==> config.mk <==
export PLATFORM = sky130hd
export DESIGN_NAME = ptvl_top
export DESIGN_NICKNAME = d
export VERILOG_FILES = /design/src/verilog/ptvl_pkg.sv /design/src/verilog/ptvl_top.sv
export SDC_FILE = /design/constraint.sdc
export NUM_CORES = 1
export LEC_CHECK = 0
export BUFFER_PORTS_ARGS = -buffer_cell sky130_fd_sc_hd__buf_2
export CORE_ASPECT_RATIO = 0.75
export CORE_UTILIZATION = 60
export CTS_BUF_LIST = sky130_fd_sc_hd__clkbuf_4
export CTS_CLUSTER_DIAMETER = 150
export DETAILED_ROUTE_END_ITERATION = 7
export HOLD_SLACK_MARGIN = 0.02
export PLACE_DENSITY = 0.88
export SKIP_LAST_GASP = 1
export SLEW_MARGIN = 0
export SYNTH_ARGS = -nofsm -noshare
export SYNTH_HDL_FRONTEND = slang
export SYNTH_SLANG_ARGS = --single-unit
==> constraint.sdc <==
create_clock -name clk_i -period 5.2 [get_ports clk_i]
set_input_delay 0.52 -clock clk_i [delete_from_list [all_inputs] [get_ports clk_i]]
set_output_delay 0.52 -clock clk_i [all_outputs]
set_load 0.01 [all_outputs]
==> src/verilog/ptvl_pkg.sv <==
// Package of constants and types for the protection trip voting logic
`default_nettype none
package ptvl_pkg;
	// ****************************************************************
	// Structure sizes
	// ****************************************************************
	localparam int PTVL_NDIV = 4; // Redundant divisions
	localparam int PTVL_NCH = 4; // Sensor channels
	localparam int PTVL_NVAR_DEF = 4; // Monitored variables per channel
	localparam int PTVL_VW_DEF = 16; // Width of a digitized value
	localparam int PTVL_NMAN = 2; // Manual scram divisions
	localparam int PTVL_NIRQ = 6; // Interrupt sources
	localparam int PTVL_AW = 8; // Decoded register address bits
	localparam int PTVL_MSL_VAR = 0; // Variable index of steamline isolation

	// ****************************************************************
	// Register byte offsets
	// ****************************************************************
	localparam logic [PTVL_AW-1:0] PTVL_STATUS_OFS = 8'h00; // Trip and output state
	localparam logic [PTVL_AW-1:0] PTVL_IRQ_STAT_OFS = 8'h04; // Sticky events
	localparam logic [PTVL_AW-1:0] PTVL_IRQ_EN_OFS = 8'h08; // Event enables
	localparam logic [PTVL_AW-1:0] PTVL_IRQ_CLR_OFS = 8'h0c; // Write one to clear
	localparam logic [PTVL_AW-1:0] PTVL_TRIP_DIR_OFS = 8'h10; // 1: trip on high value
	localparam logic [PTVL_AW-1:0] PTVL_SETPT_OFS = 8'h20; // First setpoint word

	// ****************************************************************
	// Status and interrupt bit positions
	// ****************************************************************
	localparam int PTVL_ST_SEAL = 0; // Four sealed division trips
	localparam int PTVL_ST_SOL_A = 4; // A solenoid group energized
	localparam int PTVL_ST_SOL_B = 5; // B solenoid group energized
	localparam int PTVL_ST_DUMP = 6; // Two air dump solenoids energized
	localparam int PTVL_IRQ_MAN = 4; // Manual scram active
	localparam int PTVL_IRQ_LOSS = 5; // A channel lost its input

	// ****************************************************************
	// Bus answers and reset values
	// ****************************************************************
	localparam logic [1:0] PTVL_RESP_OKAY = 2'h0; // Normal answer
	localparam logic [1:0] PTVL_RESP_SLVERR = 2'h2; // Unmapped address
	localparam logic [31:0] PTVL_ZERO_WORD = 32'h0000_0000; // Read filler

	// Operating modes as presented by the mode switch
	typedef enum logic [1:0] {
		PTVL_MODE_SHUTDOWN = 2'h0,
		PTVL_MODE_REFUEL = 2'h1,
		PTVL_MODE_STARTUP = 2'h2,
		PTVL_MODE_RUN = 2'h3
	} ptvl_mode_t;
endpackage
`default_nettype wire

==> src/verilog/ptvl_top.sv <==
// Four-division protection trip voting logic with AXI4-Lite registers
// Summary of operation
// - Lost input or power gives trip state
// - Trips active low, bypasses active high
// - Four divisions, two manual scram divisions
// - Automatic scram uses two-of-four division voting
// - Manual path independent of automatic path
// - Compare each variable, bit to all divisions
// - Three keylock bypasses in each division
// - Per-channel bypass bits to voting unit
// - Voting unit bypass goes to output unit
// - Voting uses mode, trips and bypasses
// - Voting takes bypasses, channels, neutron monitors
// - Output unit: trip, seal-in, reset, test
// - Output unit drives its division actuators
// - Low input opens load driver, solenoids off
// - Load drivers form two two-of-four arrangements
// - Dump relays de-energized energize dump, two-of-four
// - Manual scram: own group, both dumps
`timescale 1ns/10ps
`default_nettype none
module ptvl_top #(
	parameter int NVAR = ptvl_pkg::PTVL_NVAR_DEF,
	parameter int VW = ptvl_pkg::PTVL_VW_DEF
) (
	input wire logic clk_i,
	input wire logic rst_n_i,
	input wire logic [ptvl_pkg::PTVL_NCH*NVAR*VW-1:0] chan_value_i,
	input wire logic [ptvl_pkg::PTVL_NCH-1:0] chan_alive_i,
	input wire logic [ptvl_pkg::PTVL_NDIV-1:0] nm_trip_n_i,
	input wire logic [1:0] mode_i,
	input wire logic [ptvl_pkg::PTVL_NDIV*ptvl_pkg::PTVL_NCH-1:0] sens_byp_i,
	input wire logic [ptvl_pkg::PTVL_NDIV-1:0] msl_byp_i,
	input wire logic [ptvl_pkg::PTVL_NDIV-1:0] vu_byp_i,
	input wire logic [ptvl_pkg::PTVL_NDIV-1:0] div_reset_i,
	input wire logic [ptvl_pkg::PTVL_NDIV-1:0] trip_test_n_i,
	input wire logic [ptvl_pkg::PTVL_NDIV-1:0] reset_perm_i,
	input wire logic [ptvl_pkg::PTVL_NMAN-1:0] man_scram_n_i,
	output logic [ptvl_pkg::PTVL_NDIV-1:0] ld_trip_n_o,
	output logic [ptvl_pkg::PTVL_NDIV-1:0] relay_coil_o,
	output logic sol_a_o,
	output logic sol_b_o,
	output logic [1:0] dump_sol_o,
	output logic irq_o,
	input wire logic [31:0] s_axi_awaddr,
	input wire logic s_axi_awvalid,
	output logic s_axi_awready,
	input wire logic [31:0] s_axi_wdata,
	input wire logic [3:0] s_axi_wstrb,
	input wire logic s_axi_wvalid,
	output logic s_axi_wready,
	output logic [1:0] s_axi_bresp,
	output logic s_axi_bvalid,
	input wire logic s_axi_bready,
	input wire logic [31:0] s_axi_araddr,
	input wire logic s_axi_arvalid,
	output logic s_axi_arready,
	output logic [31:0] s_axi_rdata,
	output logic [1:0] s_axi_rresp,
	output logic s_axi_rvalid,
	input wire logic s_axi_rready
);
	import ptvl_pkg::*;

	localparam int ND = PTVL_NDIV; // Division count
	localparam int NC = PTVL_NCH; // Channel count

	// ****************************************************************
	// State types
	// ****************************************************************
	// One synchroniser stage of every pin
	typedef struct packed {
		logic [NC*NVAR*VW-1:0] val; // Digitized values
		logic [NC-1:0] alive; // Channel input present
		logic [ND-1:0] nm_n; // Neutron monitor trips
		logic [1:0] mode; // Mode switch
		logic [ND*NC-1:0] sbyp; // Channel sensor bypass keys
		logic [ND-1:0] mbyp; // Steamline special bypass keys
		logic [ND-1:0] vbyp; // Voting unit bypass keys
		logic [ND-1:0] rst; // Division reset switches
		logic [ND-1:0] test_n; // Trip test switches
		logic [ND-1:0] perm; // Reset permissives
		logic [PTVL_NMAN-1:0] man_n; // Manual scram switches
	} ptvl_pins_t;

	// Whole state of the block
	typedef struct packed {
		ptvl_pins_t s1; // First sync stage
		ptvl_pins_t s2; // Second sync stage
		logic [NVAR-1:0][VW-1:0] sp; // Trip setpoints
		logic [NVAR-1:0] dir; // Trip direction
		logic [ND-1:0] seal; // Sealed division trips
		logic [ND-1:0] ld_n; // Load driver inputs
		logic [ND-1:0] coil; // Dump relay coils
		logic sol_a; // A solenoid group
		logic sol_b; // B solenoid group
		logic [1:0] dump; // Air dump solenoids
		logic [PTVL_NIRQ-1:0] ist; // Sticky events
		logic [PTVL_NIRQ-1:0] ien; // Event enables
		logic irq; // Interrupt line
		logic aw_have; // Write address held
		logic [PTVL_AW-1:0] awaddr; // Held write address
		logic w_have; // Write data held
		logic [31:0] wdata; // Held write data
		logic [3:0] wstrb; // Held byte strobes
		logic awready; // Address channel ready
		logic wready; // Data channel ready
		logic bvalid; // Write answer valid
		logic [1:0] bresp; // Write answer code
		logic arready; // Read address ready
		logic rvalid; // Read answer valid
		logic [31:0] rdata; // Read data
		logic [1:0] rresp; // Read answer code
	} ptvl_state_t;

	ptvl_state_t st_reg; // Registered state
	ptvl_state_t st_next; // Next state
	logic [NC*NVAR-1:0] var_trip_n; // Comparator outputs, channel major
	logic [ND-1:0] cause_n; // Voting unit trip per division

	// Two-out-of-four vote on active-high trip flags
	function automatic logic two_of_four(input logic [3:0] t);
		logic [2:0] n;
		n = 3'h0;
		for (int i = 0; i < 4; i++) begin
			n = n + {2'h0, t[i]};
		end
		return n >= 3'h2;
	endfunction

	// ****************************************************************
	// Channel comparators
	// ****************************************************************
	// Every variable against its setpoint; a lost channel trips all
	for (genvar g = 0; g < NC*NVAR; g++) begin : g_cmp
		logic [VW-1:0] v; // Value under test
		logic over; // Beyond setpoint
		assign v = st_reg.s2.val[g*VW +: VW];
		assign over = st_reg.dir[g % NVAR] ? (v >= st_reg.sp[g % NVAR])
			: (v <= st_reg.sp[g % NVAR]);
		assign var_trip_n[g] = st_reg.s2.alive[g / NVAR] & ~over;
	end

	// ****************************************************************
	// Bypass and voting units, one per division
	// ****************************************************************
	for (genvar d = 0; d < ND; d++) begin : g_div
		logic [NC-1:0] chb; // Honoured channel bypasses
		logic mslb; // Honoured steamline bypass
		logic [NVAR-1:0] vt; // Voted variable trips
		logic nmt; // Voted neutron monitor trip
		// Keylock bypasses; two channel keys at once honour none
		assign chb = $onehot0(st_reg.s2.sbyp[d*NC +: NC])
			? st_reg.s2.sbyp[d*NC +: NC] : '0;
		// Special steamline bypass only outside run mode
		assign mslb = st_reg.s2.mbyp[d]
			& (st_reg.s2.mode != PTVL_MODE_RUN);
		for (genvar v = 0; v < NVAR; v++) begin : g_var
			logic [NC-1:0] t; // Unbypassed channel trips
			for (genvar c = 0; c < NC; c++) begin : g_ch
				assign t[c] = ~var_trip_n[c*NVAR + v] & ~chb[c];
			end
			if (v == PTVL_MSL_VAR) begin : g_msl
				assign vt[v] = two_of_four(t) & ~mslb;
			end else begin : g_oth
				assign vt[v] = two_of_four(t);
			end
		end
		assign nmt = two_of_four(~st_reg.s2.nm_n);
		assign cause_n[d] = ~(|vt | nmt);
	end

	// ****************************************************************
	// Next-state logic
	// ****************************************************************
	always_comb begin
		logic vu_ok; // Only one division may be bypassed
		logic [ND-1:0] cause; // Division trip demand
		logic [PTVL_NMAN-1:0] man; // Manual scram per division
		logic auto_a; // Automatic scram vote
		logic auto_d; // Automatic dump vote
		logic [PTVL_NIRQ-1:0] ev; // New events
		logic [PTVL_NIRQ-1:0] clr; // Software clears
		logic wr; // Write performed
		logic wok; // Write address mapped
		logic [PTVL_AW-1:0] ra; // Read address
		vu_ok = 1'b0;
		cause = '0;
		man = '0;
		auto_a = 1'b0;
		auto_d = 1'b0;
		ev = '0;
		clr = '0;
		wr = 1'b0;
		wok = 1'b0;
		ra = '0;
		st_next = st_reg;
		// Pins pass two flip-flops
		st_next.s1.val = chan_value_i;
		st_next.s1.alive = chan_alive_i;
		st_next.s1.nm_n = nm_trip_n_i;
		st_next.s1.mode = mode_i;
		st_next.s1.sbyp = sens_byp_i;
		st_next.s1.mbyp = msl_byp_i;
		st_next.s1.vbyp = vu_byp_i;
		st_next.s1.rst = div_reset_i;
		st_next.s1.test_n = trip_test_n_i;
		st_next.s1.perm = reset_perm_i;
		st_next.s1.man_n = man_scram_n_i;
		st_next.s2 = st_reg.s1;

		// Output units: trip, test, seal-in and permitted reset
		vu_ok = $onehot0(st_reg.s2.vbyp);
		for (int d = 0; d < ND; d++) begin
			cause[d] = ~cause_n[d] | ~st_reg.s2.test_n[d];
			if (vu_ok && st_reg.s2.vbyp[d]) begin
				// Bypassed voting unit cannot trip its division
				cause[d] = 1'b0;
			end
			if (cause[d]) begin
				st_next.seal[d] = 1'b1;
			end else if (st_reg.s2.rst[d] && st_reg.s2.perm[d]) begin
				st_next.seal[d] = 1'b0;
			end
			ev[d] = st_next.seal[d] & ~st_reg.seal[d];
		end
		// Division actuators follow their own output unit
		st_next.ld_n = ~st_reg.seal;
		st_next.coil = ~st_reg.seal;

		// Manual path reads only its switches and the mode switch
		for (int m = 0; m < PTVL_NMAN; m++) begin
			man[m] = ~st_reg.s2.man_n[m]
				| (st_reg.s2.mode == PTVL_MODE_SHUTDOWN);
		end
		// Two-of-four scram on opened drivers, relays likewise
		auto_a = two_of_four(~st_reg.ld_n);
		auto_d = two_of_four(~st_reg.coil);
		st_next.sol_a = ~auto_a & ~man[0];
		st_next.sol_b = ~auto_a & ~man[1];
		st_next.dump = {2{auto_d | (|man)}};

		// Interrupt events; a set outranks a clear
		ev[PTVL_IRQ_MAN] = |man;
		ev[PTVL_IRQ_LOSS] = ~&st_reg.s2.alive;

		// Write address and data may arrive in either order
		if (s_axi_awvalid && st_reg.awready) begin
			st_next.aw_have = 1'b1;
			st_next.awaddr = s_axi_awaddr[PTVL_AW-1:0];
		end
		if (s_axi_wvalid && st_reg.wready) begin
			st_next.w_have = 1'b1;
			st_next.wdata = s_axi_wdata;
			st_next.wstrb = s_axi_wstrb;
		end
		// Perform the write once both halves are held
		if (st_reg.aw_have && st_reg.w_have && !st_reg.bvalid) begin
			wr = 1'b1;
			st_next.aw_have = 1'b0;
			st_next.w_have = 1'b0;
			st_next.bvalid = 1'b1;
		end
		if (wr) begin
			unique case (st_reg.awaddr)
				PTVL_IRQ_EN_OFS: begin
					wok = 1'b1;
					if (st_reg.wstrb[0]) begin
						st_next.ien = st_reg.wdata[PTVL_NIRQ-1:0];
					end
				end
				PTVL_IRQ_CLR_OFS: begin
					wok = 1'b1;
					if (st_reg.wstrb[0]) begin
						clr = st_reg.wdata[PTVL_NIRQ-1:0];
					end
				end
				PTVL_TRIP_DIR_OFS: begin
					wok = 1'b1;
					if (st_reg.wstrb[0]) begin
						st_next.dir = st_reg.wdata[NVAR-1:0];
					end
				end
				default: begin
					// Setpoint words, byte lanes honoured
					for (int v = 0; v < NVAR; v++) begin
						if (st_reg.awaddr == PTVL_SETPT_OFS + PTVL_AW'(4*v)) begin
							wok = 1'b1;
							for (int b = 0; b < VW/8; b++) begin
								if (st_reg.wstrb[b]) begin
									st_next.sp[v][b*8 +: 8] = st_reg.wdata[b*8 +: 8];
								end
							end
						end
					end
				end
			endcase
			st_next.bresp = wok ? PTVL_RESP_OKAY : PTVL_RESP_SLVERR;
		end
		if (st_reg.bvalid && s_axi_bready) begin
			st_next.bvalid = 1'b0;
		end
		st_next.awready = ~st_next.aw_have & ~st_next.bvalid;
		st_next.wready = ~st_next.w_have & ~st_next.bvalid;
		st_next.ist = (st_reg.ist & ~clr) | ev;
		st_next.irq = |(st_reg.ist & st_reg.ien);

		// Read: take address, answer next cycle, hold until taken
		if (s_axi_arvalid && st_reg.arready) begin
			ra = s_axi_araddr[PTVL_AW-1:0];
			st_next.arready = 1'b0;
			st_next.rvalid = 1'b1;
			st_next.rresp = PTVL_RESP_OKAY;
			st_next.rdata = PTVL_ZERO_WORD;
			unique case (ra)
				PTVL_STATUS_OFS: begin
					st_next.rdata[PTVL_ST_SEAL +: ND] = st_reg.seal;
					st_next.rdata[PTVL_ST_SOL_A] = st_reg.sol_a;
					st_next.rdata[PTVL_ST_SOL_B] = st_reg.sol_b;
					st_next.rdata[PTVL_ST_DUMP +: 2] = st_reg.dump;
				end
				PTVL_IRQ_STAT_OFS: begin
					st_next.rdata[PTVL_NIRQ-1:0] = st_reg.ist;
				end
				PTVL_IRQ_EN_OFS: begin
					st_next.rdata[PTVL_NIRQ-1:0] = st_reg.ien;
				end
				PTVL_TRIP_DIR_OFS: begin
					st_next.rdata[NVAR-1:0] = st_reg.dir;
				end
				default: begin
					st_next.rresp = PTVL_RESP_SLVERR;
					for (int v = 0; v < NVAR; v++) begin
						if (ra == PTVL_SETPT_OFS + PTVL_AW'(4*v)) begin
							st_next.rresp = PTVL_RESP_OKAY;
							st_next.rdata[VW-1:0] = st_reg.sp[v];
						end
					end
				end
			endcase
		end
		if (st_reg.rvalid && s_axi_rready) begin
			st_next.rvalid = 1'b0;
			st_next.arready = 1'b1;
		end
	end

	// ****************************************************************
	// State register
	// ****************************************************************
	// Reset leaves every division sealed and the actuators tripped
	always_ff @(posedge clk_i or negedge rst_n_i) begin
		if (!rst_n_i) begin
			st_reg <= '0;
			st_reg.seal <= '1;
			st_reg.dump <= '1;
			st_reg.arready <= 1'b1;
			st_reg.awready <= 1'b1;
			st_reg.wready <= 1'b1;
		end else begin
			st_reg <= st_next;
		end
	end

	// ****************************************************************
	// Outputs straight from flip-flops
	// ****************************************************************
	assign ld_trip_n_o = st_reg.ld_n;
	assign relay_coil_o = st_reg.coil;
	assign sol_a_o = st_reg.sol_a;
	assign sol_b_o = st_reg.sol_b;
	assign dump_sol_o = st_reg.dump;
	assign irq_o = st_reg.irq;
	assign s_axi_awready = st_reg.awready;
	assign s_axi_wready = st_reg.wready;
	assign s_axi_bvalid = st_reg.bvalid;
	assign s_axi_bresp = st_reg.bresp;
	assign s_axi_arready = st_reg.arready;
	assign s_axi_rvalid = st_reg.rvalid;
	assign s_axi_rdata = st_reg.rdata;
	assign s_axi_rresp = st_reg.rresp;
endmodule
`default_nettype wire
Word-level counts from Yosys, hierarchy flattened
Index checks and enable logic that the tools add are counted.
{ "totals": {"regBits": 771, "inputBits": 411, "output_inout_bits": 54, "word_cells": 474} }
{ "op_classes": {"add_sub_neg": 69, "magnitude_cmp": 55, "eq_ne": 15, "n_mux": 60, "bitwise": 183, "n_reduce_logical": 40} }
{ "ops": {"columns": ["cell", "count"], "rows": [
  ["$ge 16x16->1", 16],
  ["$le 16x16->1", 16],
  ["$and 1x1->1", 96],
  ["$mux 18", 4],
  ["$not 1->1", 69],
  ["$eq 8x6->1 const B", 8],
  ["$add 1x1->2", 28],
  ["$add 2x1->3", 18],
  ["$add 3x1->3", 18],
  ["$ge 3x2->1 const B", 18],
  ["$mux 1", 39],
  ["$mux 37", 1],
  ["$mux 36", 1],
  ["$reduce_and 4->1", 9],
  ["$eq 8x4->1 const B", 3],
  ["$reduce_or 4->1", 5],
  ["$mux 6", 3],
  ["$eq 8x5->1 const B", 2],
  ["$mux 4", 4],
  ["$pmux 4 s4", 1],
  ["$add 2x2->3", 5],
  ["$le 3x1->1 const B", 5],
  ["$logic_and 1x1->1", 15],
  ["$and 6x6->6", 2],
  ["19 further kinds", 36]
]} }

Logic depth before layout (Yosys ltp)
{ "depth": {"depth_word": 18, "depth_mapped": 16, "depth_no_buf": 16} }

Worst setup path before layout
OpenSTA, ideal clock, no wires.
{ "synth_timing": {"path_type": "reg-to-reg", "startpoint": "reg st_reg[129] (netlist bit)", "endpoint": "reg st_reg[97] (netlist bit)", "setup_ns": 0.076, "arrival_time_ns": 3.176, "required_time_ns": 5.124, "slack_ns": 1.948, "stages_incl_launch_ff": 15, "path_buffers": 0, "synth_period_minus_slack_ns": 3.252, "cell_sequence": "dfrtp_1 inv_1 ha_1 nand4_1 or2_1 o41ai_2 nand2b_1 a211oi_1 a31oi_1 or3b_1 fa_1 a211o_1 o221ai_1 o21ai_1 o21ai_1"} }
{ "synth_lines": {"columns": ["item", "line_no", "text"], "rows": [
  ["start: declaration", "ptvl_top.sv:116", "ptvl_state_t st_reg;"],
  ["start signal: assignment", "ptvl_top.sv:361", "st_reg <= st_next;"]
]} }

==> out/results.tsv <==
metric	value	unit
Yosys warnings	0	
PortBufs	380	
Power Density	370	nW/um2
fin crit share	0.918	
Worst EP required	6070	ps
Worst Hold Class	in -> reg	
All-Layer GR Usage	0.384	
# rows	69	
CP arrival	5650	ps
fraction of layout cells with a size suffix above 1	0.257	
Worst-path clk slew	70	ps
violated checks	DRC	
final hold vios	0	
Pins Over Slew Limit	0	
CP peak stage delay	840	ps
ranking of synthesized cells by area	dfrtp_1, ha_1, mux2_2, nand2_1, fa_1	
outcome	finished with violations	
worst-path fanout max	4	
hold endpoint	s_axi_rresp[1]$_DFFE_PN0P_	
router iterations before antenna repair	8	
Final TNS setup	0	ps
cell area after synthesis	28800	um2
die height	192	um
initial antenna violation count	13	
GRT overflow	0	
FF-to-FF End	st_reg[97]$_DFF_PN0_	
endpoints failing setup	0	
commonest cells in the netlist	dfrtp_1, ha_1, nand2_1, inv_1, a21oi_1	
count leader, synth	dfrtp_1	
CTS Buf Count	167	
max-cap violation count	0	
clock latency on the worst-skew pair	990	ps
Peak VDD IR	262	uV
Crit path max-delay family	compound AO/OA/AOI/OAI gates	
Crit Path Class	reg -> reg	
HP Start	s_axi_araddr[6]	
unrepaired setup endpoints after global routing	false	
Root Buffer	clkbuf_4	
fraction of registers with async set/reset	1.00	
r2r worst-path depth	15	
Die Footprint	48800	um2
Slew @ Worst Pin	1430	ps
Sink Count	751	
DR vias	21368	
routed vias/inst	5.78	
Layout Skew	74.8	ps
largest area contributor in the netlist	dfrtp_1	
io pins	465	
drt total wl	90800	um
DP Cell Count	3042	
fin crit period	4780	ps
# resized after CTS	0	
max FFs per register	304	
CP Cell Sequence	inv_1 > ha_1 > nand4_1 > or2_2 > o41ai_1 > nand2b_1 > a211oi_1 > a31oi_1 > o211ai_1 > fa_1 > nand4_1 > nor3_1 > a22oi_1 > o21ai_1 > o21ai_1	
Yosys top cell area share	0.647	
part of the Yosys area used for sequential elements	0.654	
post-route ant nets	0	
Layout Nets	3599	
Worst R2R Setup Slack	420	ps
hold path depth	5	
static leakage	17.6	nW
Worst setup EP type	register	
number of synthesized flops with an enable pin	0	
Final GP Congestion	0.958	
Max Clock Freq	209	MHz
CP max-delay cell	o41ai_1	
first-pass GRT wire length	135000	um
Layout area overhead	28.4	%
Slew Limit Headroom	0.0442	
H-tree levels	4	
clock buffer depth	3	
synthesized area per cell	14.0	um2
Buf/Inv on CP	1	
CTS tree	yes	
pin count of the biggest net entering global routing	157	
Die X	255	um
vias in the first global route	23196	
number of DRC markers in iteration 0	2224	
CORE AREA	47300	um2
Top FF cell, synth	dfrtp_1	
register bit total from synthesis	751	
Cell variety after synth	67	
Post-DP HPWL	54800	um
reg2reg start	st_reg[177]$_DFFE_PN0P_	
Post-CTS Setup Repair Bufs	0	
drt drc	40	
starting density of the core	0.608	
wire per inst	24.6	um
final non-filler cell total	3695	
Syn Inst Count	2054	
nature of the critical path startpoint	register	
[logic make-up after synthesis]
kind of cell / count (synthesis) / share of synthesized area
mux: 90 / 0.0350
buf+inv: 171 / 0.0285
flops: 751 / 0.654
compound gates: 355 / 0.0819
simple gates: 406 / 0.0728
other cells: 1 / 0.000130
fa+ha+maj: 280 / 0.128
[where the power goes]
group          internal [mW]  switching, mW
registers               6.28          0.451
clock network           2.49           2.47
logic                  0.902           1.09
total                   9.67           4.01
[area by class of cell]
type / instances / area (um2)
antenna: 16 / 40.0
clock buffer: 262 / 1970
clock inverter: 38 / 272
fill: 2669 / 10400
inverter: 109 / 409
multi-input combinational: 1149 / 9200
sequential: 751 / 18800
tap: 639 / 800
timing repair buffer: 731 / 5430
[metal layers]
| layer | vias up | track usage | part of all wire |
|---|---|---|---|
| li1 | 9029 | - | - |
| met1 | 10601 | 0.459 | 0.36 |
| met2 | 1309 | 0.619 | 0.48 |
| met3 | 423 | 0.116 | 0.091 |
| met4 | 6 | 0.228 | 0.065 |
| met5 | - | 0 | 0.00043 |
[how the worst max path moves through the flow]
stage,start,end,slack [ps],cells past startpoint
floorplan,st_reg[129]$_DFFE_PN0P_,st_reg[97]$_DFF_PN0_,1950,14
global placement,st_reg[178]$_DFFE_PN0P_,st_reg[97]$_DFF_PN0_,970,15
detailed placement,st_reg[178]$_DFFE_PN0P_,st_reg[97]$_DFF_PN0_,830,15
CTS,st_reg[177]$_DFFE_PN0P_,st_reg[97]$_DFF_PN0_,660,15
global route,st_reg[178]$_DFFE_PN0P_,st_reg[97]$_DFF_PN0_,340,15
finish,st_reg[177]$_DFFE_PN0P_,st_reg[97]$_DFF_PN0_,420,15
[layout by cell type, fill, tap and decap left out, types with 9 or more instances in the layout]
master	instances
dlygate4sd3_1	337
inv_1	109
clkbuf_4	262
nand2_1	134
a222oi_1	14
a21oi_1	91
o221ai_1	9
o211ai_1	14
diode_2	16
mux2_2	82
a21o_1	51
nand2b_1	10
nor2_1	61
buf_4	11
nand3b_1	20
o21ai_0	62
dfrtp_1	743
fa_1	23
clkinv_1	24
nand4_1	45
buf_2	379
nor4_1	9
nor2b_1	26
conb_1	18
nor3_1	21
o21a_1	25
ha_1	256
nand3_1	30
a22oi_1	18
[through the flow]
step / worst slack (ps) / util / hold WS (ps) / power, mW / cell area [um2]
after floorplan: 1950 / - / 224 / 7.63 / 28800
after global placement: 972 / 0.661 / 332 / 8.32 / 31300
after detailed placement: 828 / 0.661 / 335 / 8.46 / 31300
after CTS: 660 / 0.779 / 90.8 / 13.4 / 36900
after global routing: 339 / 0.780 / 115 / 14.2 / 36900
final: 425 / 0.780 / 153 / 13.7 / 36900
[tightest hold or removal path: cells and delay by family]
kind            cells  cell delay (ps)
compound gates      2              330
simple gates        2              110
buf+inv             1              100
[repair_timing]
| action | 4_1_cts | 5_1_grt |
|---|---|---|
| hold buffers | 337 | 0 |
| setup endpoints to repair | 0 | 0 |
| hold endpoints to repair | 446 | 0 |
Power figures use the tool's default switching activity.
